===== config.mk =====
export PLATFORM = sky130hd
export DESIGN_NAME = ata_cmd_dev_flat
export DESIGN_NICKNAME = d
export VERILOG_FILES = /design/src/logic/ata_cmd_pkg.sv /design/src/logic/ata_cmd_if.sv /design/src/logic/ata_cmd_dev.sv /design/src/flat_wrapper.sv
export VERILOG_INCLUDE_DIRS = /design/src /design/src/logic
export SDC_FILE = /design/constraint.sdc
export NUM_CORES = 1
export LEC_CHECK = 0
export ABC_AREA = 1
export BUFFER_PORTS_ARGS = -buffer_cell sky130_fd_sc_hd__buf_2
export CAP_MARGIN = 20
export CORE_MARGIN = 4
export CORE_UTILIZATION = 35
export CTS_CLUSTER_DIAMETER = 200
export DETAILED_ROUTE_END_ITERATION = 6
export PLACE_DENSITY = 0.65
export RECOVER_POWER = 50
export SLEW_MARGIN = 20
export SYNTH_ARGS = -nofsm -noshare
export SYNTH_HDL_FRONTEND = slang
export SYNTH_SLANG_ARGS = --single-unit

===== constraint.sdc =====
create_clock -name clk_i -period 7 [get_ports clk_i]
set_input_delay 0.7 -clock clk_i [delete_from_list [all_inputs] [get_ports clk_i]]
set_output_delay 0.7 -clock clk_i [all_outputs]
set_load 0.01 [all_outputs]

===== src/logic/ata_cmd_regs.svh =====
/*
 * constants of the flush and format command path: opcodes, field bits,
 * host register offsets and timing counts.
 * assumes inclusion by bare name from the package and the design files.
 */
`ifndef ATA_CMD_REGS_SVH
`define ATA_CMD_REGS_SVH

// command opcodes and the format feature value
`define OP_FLUSH28        8'hE7
`define OP_FLUSH48        8'hEA
`define OP_FORMAT         8'hF7
`define OP_ERASE_PREP     8'hF3
`define FORMAT_FEATURE    8'h11

// error field and status field bit positions
`define ERR_ABORT_BIT     2
`define STS_FAULT_BIT     5
`define STS_SENSE_BIT     1
`define STS_ERROR_BIT     0

// host registers, byte offsets on apb
`define REG_CTRL          12'h000
`define REG_CMD           12'h004
`define REG_FEATURE       12'h008
`define REG_ADDR          12'h00C
`define REG_STATUS        12'h010
`define REG_ERROR         12'h014
`define REG_RET_ADDR      12'h018
`define REG_IRQ_STATUS    12'h01C
`define REG_IRQ_MASK      12'h020

// ctrl register: bit 0 writes a one to issue the staged command
`define CTRL_GO_BIT       0
// host status register bits
`define HST_BUSY_BIT      0
`define HST_DONE_BIT      1
// interrupt bits: completion, failed completion
`define IRQ_DONE_BIT      0
`define IRQ_FAIL_BIT      1

// address width of a block address
`define LBA_W             48
// media model timing: cycles per block initialised during format
`define BLOCK_INIT_NS     20
`define CLK_NS            10
`define BLOCK_INIT_CYC    ((`BLOCK_INIT_NS + `CLK_NS - 1) / `CLK_NS)

`endif


===== src/logic/ata_cmd_pkg.sv =====
/*
 * types shared by the two ends of the command link.
 * assumes the constants header is on the include path.
 */
`include "ata_cmd_regs.svh"

package ata_cmd_pkg;
    typedef logic [7:0]            byte_t;
    typedef logic [`LBA_W-1:0]     lba_t;

    // device command engine states
    typedef enum logic [4:0] {
        DEV_IDLE   = 5'b00001,
        DEV_FLUSH  = 5'b00010,
        DEV_MERGE  = 5'b00100,
        DEV_INIT   = 5'b01000,
        DEV_POST   = 5'b10000
    } dev_state_e;

    // host controller states
    typedef enum logic [2:0] {
        HOST_IDLE  = 3'b001,
        HOST_ISSUE = 3'b010,
        HOST_WAIT  = 3'b100
    } host_state_e;
endpackage


===== src/logic/ata_cmd_if.sv =====
/*
 * command link between the host controller and the drive command logic.
 * assumes both ends share clk_i; the testbench instantiates and joins it.
 */
`timescale 1ns/10ps

interface ata_cmd_if;
    logic                 cmd_valid; // one-cycle command strobe
    ata_cmd_pkg::byte_t   cmd_op;
    ata_cmd_pkg::byte_t   cmd_feature;
    ata_cmd_pkg::byte_t   cmd_count;
    ata_cmd_pkg::lba_t    cmd_lba;
    logic                 busy;      // device holds one command
    logic                 done;      // one-cycle completion strobe
    ata_cmd_pkg::byte_t   status;
    ata_cmd_pkg::byte_t   error;
    ata_cmd_pkg::lba_t    ret_lba;

    modport host (
        output cmd_valid, cmd_op, cmd_feature, cmd_count, cmd_lba,
        input  busy, done, status, error, ret_lba
    );
    modport dev (
        input  cmd_valid, cmd_op, cmd_feature, cmd_count, cmd_lba,
        output busy, done, status, error, ret_lba
    );
endinterface // ata_cmd_if


===== src/logic/ata_cmd_dev.sv =====
/*
 * drive end: decodes flush and format commands, runs the cache flush and
 * the media format against a simple media port, posts status and error.
 * assumes the host keeps one command outstanding and waits for done.
 */
// The implementer's own choices: the placing of the registers and the APB slave port.
// How it works
// - opcode E7h is the short cache flush
// - opcode EAh is the extended cache flush
// - flush completes after cache fully committed, or at once on the first failed write
// - failed flush: abort bit, first failed address
// - status bits: fault 5, sense 1, error 0
// - host sends format F7h with feature 11h
// - format aborted unless erase prepare came just before
// - host precedes format with erase prepare
// - format clears every block up to native top
// - merge reassigned list into defects before clearing
// - format has no data phase, status only
// - host times format from identify word 89
// - rejected format: abort bit and error status
`timescale 1ns/10ps
`include "ata_cmd_regs.svh"

module ata_cmd_dev (
    input  wire logic                 clk_i,
    input  wire logic                 sys_rst_i,
    ata_cmd_if.dev                    link,
    input  wire ata_cmd_pkg::lba_t    highest_native_block_address_i,
    input  wire logic                 cache_dirty_i,
    input  wire logic                 cache_wr_ok_i,
    input  wire logic                 cache_wr_fail_i,
    input  wire ata_cmd_pkg::lba_t    cache_wr_lba_i,
    input  wire logic                 media_fault_i,
    input  wire logic                 sense_pending_i,
    output logic                      cache_wr_req_o,
    output logic                      defect_merge_o,
    output logic                      block_init_o,
    output ata_cmd_pkg::lba_t         block_init_lba_o
);
    ata_cmd_pkg::dev_state_e state;
    logic                    prep_seen;
    logic                    fail;
    ata_cmd_pkg::lba_t       init_lba;
    logic [7:0]              init_cnt;
    logic                    accept;

    assign accept = link.cmd_valid && state == ata_cmd_pkg::DEV_IDLE;

    // erase prepare arms the next command only
    always_ff @(posedge clk_i or posedge sys_rst_i) begin
        if (sys_rst_i) begin
            prep_seen <= 1'b0;
        end else if (accept) begin
            prep_seen <= (link.cmd_op == `OP_ERASE_PREP);
        end
    end

    // command engine
    always_ff @(posedge clk_i or posedge sys_rst_i) begin
        if (sys_rst_i) begin
            state <= ata_cmd_pkg::DEV_IDLE;
        end else begin
            unique case (state)
            ata_cmd_pkg::DEV_IDLE: begin
                if (accept) begin
                    if (link.cmd_op == `OP_FLUSH28 ||
                        link.cmd_op == `OP_FLUSH48) begin
                        state <= ata_cmd_pkg::DEV_FLUSH;
                    end else if (link.cmd_op == `OP_FORMAT &&
                                 prep_seen) begin
                        state <= ata_cmd_pkg::DEV_MERGE;
                    end else begin
                        state <= ata_cmd_pkg::DEV_POST; // ack or reject
                    end
                end
            end
            ata_cmd_pkg::DEV_FLUSH: begin
                if (cache_wr_fail_i || !cache_dirty_i) begin
                    state <= ata_cmd_pkg::DEV_POST;
                end
            end
            ata_cmd_pkg::DEV_MERGE: begin
                state <= ata_cmd_pkg::DEV_INIT;
            end
            ata_cmd_pkg::DEV_INIT: begin
                if (init_cnt == 8'(`BLOCK_INIT_CYC - 1) &&
                    init_lba == highest_native_block_address_i) begin
                    state <= ata_cmd_pkg::DEV_POST;
                end
            end
            ata_cmd_pkg::DEV_POST: begin
                state <= ata_cmd_pkg::DEV_IDLE;
            end
            endcase
        end
    end

    // failure flag of the command in flight, reloaded while idle: set on accepting a format without erase prepare or on a failed flush write
    always_ff @(posedge clk_i or posedge sys_rst_i) begin
        if (sys_rst_i) begin
            fail <= 1'b0;
        end else if (state == ata_cmd_pkg::DEV_IDLE) begin
            fail <= accept && link.cmd_op == `OP_FORMAT &&
                    !prep_seen;
        end else if (state == ata_cmd_pkg::DEV_FLUSH &&
                     cache_wr_fail_i) begin
            fail <= 1'b1;
        end
    end

    // block walk: address and cycles spent on the current block
    always_ff @(posedge clk_i or posedge sys_rst_i) begin
        if (sys_rst_i) begin
            init_lba <= '0;
            init_cnt <= 8'h00;
        end else if (state == ata_cmd_pkg::DEV_MERGE) begin
            init_lba <= '0;
            init_cnt <= 8'h00;
        end else if (state == ata_cmd_pkg::DEV_INIT) begin
            if (init_cnt == 8'(`BLOCK_INIT_CYC - 1)) begin
                init_cnt <= 8'h00;
                if (init_lba != highest_native_block_address_i) begin
                    init_lba <= init_lba + 1'b1;
                end
            end else begin
                init_cnt <= init_cnt + 1'b1;
            end
        end
    end

    // cache write request, dropped at once on a failed write
    always_ff @(posedge clk_i or posedge sys_rst_i) begin
        if (sys_rst_i) begin
            cache_wr_req_o <= 1'b0;
        end else begin
            cache_wr_req_o <= state == ata_cmd_pkg::DEV_FLUSH &&
                              cache_dirty_i && !cache_wr_fail_i;
        end
    end

    // one merge pulse ahead of the block walk
    always_ff @(posedge clk_i or posedge sys_rst_i) begin
        if (sys_rst_i) begin
            defect_merge_o <= 1'b0;
        end else begin
            defect_merge_o <= state == ata_cmd_pkg::DEV_MERGE;
        end
    end

    // one init pulse per block with its address
    always_ff @(posedge clk_i or posedge sys_rst_i) begin
        if (sys_rst_i) begin
            block_init_o     <= 1'b0;
            block_init_lba_o <= '0;
        end else begin
            block_init_o     <= state == ata_cmd_pkg::DEV_INIT &&
                                init_cnt == 8'h00;
            block_init_lba_o <= init_lba;
        end
    end

    // completion strobe, one cycle
    always_ff @(posedge clk_i or posedge sys_rst_i) begin
        if (sys_rst_i) begin
            link.done <= 1'b0;
        end else begin
            link.done <= state == ata_cmd_pkg::DEV_POST;
        end
    end

    // busy from accept until status is posted
    always_ff @(posedge clk_i or posedge sys_rst_i) begin
        if (sys_rst_i) begin
            link.busy <= 1'b0;
        end else if (accept) begin
            link.busy <= 1'b1;
        end else if (state == ata_cmd_pkg::DEV_POST) begin
            link.busy <= 1'b0;
        end
    end

    // address of the first block that could not be written
    always_ff @(posedge clk_i or posedge sys_rst_i) begin
        if (sys_rst_i) begin
            link.ret_lba <= '0;
        end else if (state == ata_cmd_pkg::DEV_FLUSH && cache_wr_fail_i) begin
            link.ret_lba <= cache_wr_lba_i;
        end else if (accept) begin
            link.ret_lba <= '0;
        end
    end

    // status and error fields, posted with done
    always_ff @(posedge clk_i or posedge sys_rst_i) begin
        if (sys_rst_i) begin
            link.status <= 8'h00;
            link.error  <= 8'h00;
        end else if (state == ata_cmd_pkg::DEV_POST) begin
            link.status <= 8'h00;
            link.status[`STS_FAULT_BIT] <= media_fault_i;
            link.status[`STS_SENSE_BIT] <= sense_pending_i;
            link.status[`STS_ERROR_BIT] <= fail;
            link.error  <= 8'h00;
            link.error[`ERR_ABORT_BIT]  <= fail;
        end
    end

    // write results are not counted: completion follows the dirty level
    logic unused_ok;
    assign unused_ok = cache_wr_ok_i;
endmodule // ata_cmd_dev


===== src/flat_wrapper.sv =====
// flat-port wrapper written by rule: the top's interface ports become plain ports
module ata_cmd_dev_flat 
  (clk_i, sys_rst_i, highest_native_block_address_i, cache_dirty_i, cache_wr_ok_i, cache_wr_fail_i, cache_wr_lba_i, media_fault_i, sense_pending_i, cache_wr_req_o, defect_merge_o, block_init_o, block_init_lba_o, link_cmd_valid, link_cmd_op, link_cmd_feature, link_cmd_count, link_cmd_lba, link_busy, link_done, link_status, link_error, link_ret_lba);
  ata_cmd_if link_i ();
  input  wire logic clk_i;
  input  wire logic sys_rst_i;
  input  wire ata_cmd_pkg::lba_t highest_native_block_address_i;
  input  wire logic cache_dirty_i;
  input  wire logic cache_wr_ok_i;
  input  wire logic cache_wr_fail_i;
  input  wire ata_cmd_pkg::lba_t cache_wr_lba_i;
  input  wire logic media_fault_i;
  input  wire logic sense_pending_i;
  output logic cache_wr_req_o;
  output logic defect_merge_o;
  output logic block_init_o;
  output ata_cmd_pkg::lba_t block_init_lba_o;
  input wire logic [$bits(link_i.cmd_valid)-1:0] link_cmd_valid;
  input wire logic [$bits(link_i.cmd_op)-1:0] link_cmd_op;
  input wire logic [$bits(link_i.cmd_feature)-1:0] link_cmd_feature;
  input wire logic [$bits(link_i.cmd_count)-1:0] link_cmd_count;
  input wire logic [$bits(link_i.cmd_lba)-1:0] link_cmd_lba;
  output wire logic [$bits(link_i.busy)-1:0] link_busy;
  output wire logic [$bits(link_i.done)-1:0] link_done;
  output wire logic [$bits(link_i.status)-1:0] link_status;
  output wire logic [$bits(link_i.error)-1:0] link_error;
  output wire logic [$bits(link_i.ret_lba)-1:0] link_ret_lba;
  assign link_i.cmd_valid = link_cmd_valid;
  assign link_i.cmd_op = link_cmd_op;
  assign link_i.cmd_feature = link_cmd_feature;
  assign link_i.cmd_count = link_cmd_count;
  assign link_i.cmd_lba = link_cmd_lba;
  assign link_busy = link_i.busy;
  assign link_done = link_i.done;
  assign link_status = link_i.status;
  assign link_error = link_i.error;
  assign link_ret_lba = link_i.ret_lba;
  ata_cmd_dev u_core (.clk_i(clk_i), .sys_rst_i(sys_rst_i), .link(link_i), .highest_native_block_address_i(highest_native_block_address_i), .cache_dirty_i(cache_dirty_i), .cache_wr_ok_i(cache_wr_ok_i), .cache_wr_fail_i(cache_wr_fail_i), .cache_wr_lba_i(cache_wr_lba_i), .media_fault_i(media_fault_i), .sense_pending_i(sense_pending_i), .cache_wr_req_o(cache_wr_req_o), .defect_merge_o(defect_merge_o), .block_init_o(block_init_o), .block_init_lba_o(block_init_lba_o));
endmodule

==> results.rst <==
.. list-table::
   :header-rows: 1

   * - Metric
     - Value
   * - FFs w/ async S/R, synth
     - 1.00
   * - Total of cells resized after clock tree synthesis
     - 0
   * - Global-route wire length before repair
     - roughly 42 mm
   * - Internal power
     - about 1.6 mW
   * - Number of global-route vias before repair
     - roughly 7,700
   * - Post-DRT Antenna Nets
     - 0
   * - Transition time at the pin with the least slew margin
     - between 2 and 2.5 ns
   * - Mean Syn Cell Area
     - 7.50 sq um
   * - Routed vias/inst
     - 4.85
   * - Yosys warning total
     - 0
   * - Core Box Area
     - about 0.025 sq mm
   * - Area enclosed by the die boundary
     - about 0.028 sq mm
   * - CP Data Required Time
     - 7.46 ns
   * - Reg-to-reg slack, setup
     - ~4.5 ns
   * - Insertion delay of the later-clocked pin in the worst-skew pair
     - 0.43 ns
   * - Slowest cell on crit path
     - sky130_fd_sc_hd__clkinvlp_2
   * - Overall Global Routing Usage
     - 0.187
   * - First-pass detailed-route iteration total
     - 5
   * - Fin Setup TNS
     - 0 ns
   * - Area overhead of the layout relative to synthesis
     - 20.3%
   * - Buffers inserted during post-CTS setup optimization
     - 0
   * - Post-Synthesis Cells
     - 1,193
   * - Number of clock sinks
     - ~170
   * - Count of buffers from port buffering
     - 215
   * - CTS H-tree depth
     - 4
   * - Number of standard-cell rows in the floorplan
     - 58
   * - Status
     - complete, but fails checks
   * - Number of different library cells in the post-synthesis netlist
     - 33
   * - Initial antenna violation count
     - 2
   * - Worst-path cell chain
     - buf_2, clkinvlp_2, buf_16, buf_4
   * - Max Slew Vio Count
     - between 40 and 50
   * - Total wire length after detailed routing
     - roughly 27 mm
   * - Standby leakage power
     - approximately 5.8 nW
   * - Post-synth EDFFs
     - 0
   * - Detailed Place HPWL
     - 19.4 mm
   * - Fillers
     - 2,596
   * - Overall die width
     - 168 um
   * - Final Hold Vio Count
     - 0
   * - Hold wc startpoint
     - cache_wr_lba_i[4]
   * - Placement Cell Area
     - 0.0102 sq mm
   * - Worst r2r path cells
     - 11
   * - Utilization after layout
     - 0.427
   * - Cell class contributing the biggest share of worst-path delay
     - buffers and inverters
   * - Most frequent cells in the layout
     - sky130_fd_sc_hd__nand2_1 (420), sky130_fd_sc_hd__dfrtp_1 (166), sky130_fd_sc_hd__buf_2 (161)
   * - Buffer and inverter count on the worst path
     - 4
   * - Combinational fraction of design power
     - 0.113
   * - Via count
     - 8,403
   * - Worst hold path cell count
     - 3
   * - Final RePlAce weighted congestion
     - around 0.94
   * - Biggest fanout along the worst timing path
     - just over 60
   * - Clock slew seen by the registers of the worst setup and hold paths
     - approximately 0.080 ns
   * - CTS tree
     - done
   * - Power per unit of standard cell area
     - 207 mW/mm^2
   * - Cell chosen for the clock root
     - sky130_fd_sc_hd__clkbuf_16
   * - Psw
     - 638 uW
   * - Number of remaining DRC errors
     - 0
   * - Net switching share of the total power
     - 0.286
   * - Rel. slew slack
     - -0.565
   * - Vertical extent of the die
     - 168 um
   * - Crit path capture type
     - async pin
   * - Setup violation total in the final timing report
     - 0
   * - Reported max-cap violation count
     - 1
   * - Violated checks
     - max-capacitance violations, max-slew violations
   * - Share of the yosys chip area belonging to registers
     - 0.467
   * - Worst stage delay on the critical path
     - roughly 1.3 ns
   * - Initial standard-cell utilization of the core
     - 0.355
   * - R2r startpoint
     - u_core.init_lba[0]
   * - Number of hold-repair buffers added at the cts stage
     - 0
   * - Hold-critical path endpoint
     - u_core.link.ret_lba[4]
   * - Count of nets after finishing
     - 1,568
   * - Final setup skew
     - 0.0136 ns
   * - Synth Register Bits
     - 167
   * - Final period util
     - 0.398
   * - Data arrival time at the worst-slack endpoint
     - ~3.2 ns
   * - Post-synthesis instance area
     - 0.00894 sq mm
   * - Final worst path period need
     - 2.79 ns
   * - Total I/O pin count
     - 293
   * - RSZ-0062 raised after global routing
     - no
   * - Pin count of the biggest net entering global routing
     - 110
   * - Leading register cell type out of synthesis
     - sky130_fd_sc_hd__dfrtp_1
   * - Endpoint of the lowest-slack register-to-register path
     - u_core.init_lba[32]
   * - Worst setup path category
     - in -> async
   * - Buffer depth of the longest clock path
     - 2
   * - Register share of total power
     - 0.468
   * - Final routed wire length divided by cell count
     - 15.6 um
   * - Most common library cell in the layout ignoring fill and taps
     - sky130_fd_sc_hd__nand2_1
   * - Proportion of layout cells with a drive suffix above 1
     - 0.170
   * - Highest achievable clock rate
     - between 300 and 400 MHz
   * - Peak VDD IR
     - 128 uV
   * - Cell area after layout
     - 0.0108 sq mm
   * - Category of the worst setup path launch point
     - input pin
   * - Hold/Removal Path Class
     - in -> reg
   * - Count of routing violations after the opening detailed-route iteration
     - 688
   * - Sum of overflow across all layers after global routing
     - 0
   * - Total inserted antenna cells
     - 0
   * - Clock share of power
     - 0.420
   * - Number of buffers created by CTS
     - 17
tightest hold or removal path, stage by stage:
cell and delay, ns:
sky130_fd_sc_hd__buf_2 0.07, sky130_fd_sc_hd__nand2_1 0.04, sky130_fd_sc_hd__nand2_1 0.05
synth_stat cells (9+ instances only):
master / n / area share
sky130_fd_sc_hd__nand2_1: 420 / 0.18
sky130_fd_sc_hd__dfrtp_1: 166 / 0.46
sky130_fd_sc_hd__inv_1: 132 / 0.055
sky130_fd_sc_hd__nand3_1: 117 / 0.065
sky130_fd_sc_hd__nor2_1: 111 / 0.047
sky130_fd_sc_hd__nand4_1: 71 / 0.050
sky130_fd_sc_hd__xnor2_1: 34 / 0.033
sky130_fd_sc_hd__nand3_2: 21 / 0.024
sky130_fd_sc_hd__buf_2: 17 / 0.0095
sky130_fd_sc_hd__clkbuf_1: 16 / 0.0067
sky130_fd_sc_hd__buf_4: 13 / 0.011
sky130_fd_sc_hd__o21ai_0: 11 / 0.0062
sky130_fd_sc_hd__xor2_1: 11 / 0.011
sky130_fd_sc_hd__buf_1: 9 / 0.0038
sequential cells by signal, summed over array words and instances, names as in the netlist:
name and flops:
u_core.block_init_lba_o 48, u_core.init_lba 48, u_core.link.ret_lba 48, u_core.init_cnt 8
u_core.state 5, u_core.link.status 3, u_core.block_init_o 1, u_core.cache_wr_req_o 1
u_core.defect_merge_o 1, u_core.fail 1, u_core.link.busy 1, u_core.link.done 1
u_core.prep_seen 1
cells by family after synthesis:
group | synth area share
other | 0.000419
flip-flops | 0.467
adder cells (fa/ha/maj) | 0.00560
AND/OR/NAND/NOR | 0.374
XOR/XNOR | 0.0441
AO/OA/AOI/OAI | 0.0134
buffers and inverters | 0.0950
cell type report:
type / instances / area [sq um] / area share
Timing Repair Buffer: 223 / 1090 / 0.101
Clock buffer: 18 / 429 / 0.0399
Inverter: 139 / 523 / 0.0486
Tap cell: 330 / 413 / 0.0384
Multi-Input combinational cell: 840 / 3970 / 0.368
Clock inverter: 14 / 163 / 0.0151
Sequential cell: 167 / 4180 / 0.388
stage by stage:
step                      std cells  hold WS, ns  power [mW]  setup slack, ns
final                          1731        0.466        2.23             4.21
after detailed placement       1698        0.458        1.32             4.46
after floorplan                1204        0.349        1.21             1.78
after CTS                      1730        0.443        2.26             4.50
after global placement         1698        0.451        1.31             4.47
after global routing           1731        0.451        2.34             3.73
worst max path at each step:
stage	depth (start not counted)	endpoint	start
CTS	11	u_core.init_lba[32]	u_core.init_lba[0]
floorplan	1	u_core.block_init_lba_o[0]	sys_rst_i
detailed placement	13	u_core.init_lba[34]	highest_native_block_address_i[11]
finish	4	u_core.init_lba[29]	sys_rst_i
global route	4	u_core.init_lba[3]	sys_rst_i
global placement	13	u_core.init_lba[20]	highest_native_block_address_i[11]
layer usage:
| layer | up-vias | wire [um] | GRT usage |
|---|---|---|---|
| met4 | 2 | 405 | 0.0480 |
| met1 | 3905 | 12000 | 0.256 |
| met2 | 341 | 12300 | 0.298 |
| met5 | - | 13 | 0 |
| met3 | 28 | 2230 | 0.0460 |
| li1 | 4127 | - | - |
power by group through the flow:
stage / sequential [mW] / combinational (mW) / clock [mW]
2_1_floorplan: 1.08 / 0.123 / 0
3_3_place_gp: 1.06 / 0.252 / 0
3_5_place_dp: 1.06 / 0.256 / 0
4_1_cts: 1.04 / 0.257 / 0.964
5_1_grt: 1.05 / 0.284 / 1.01
6_report: 1.04 / 0.251 / 0.936
Note: power is estimated with default switching activity, not from simulation.
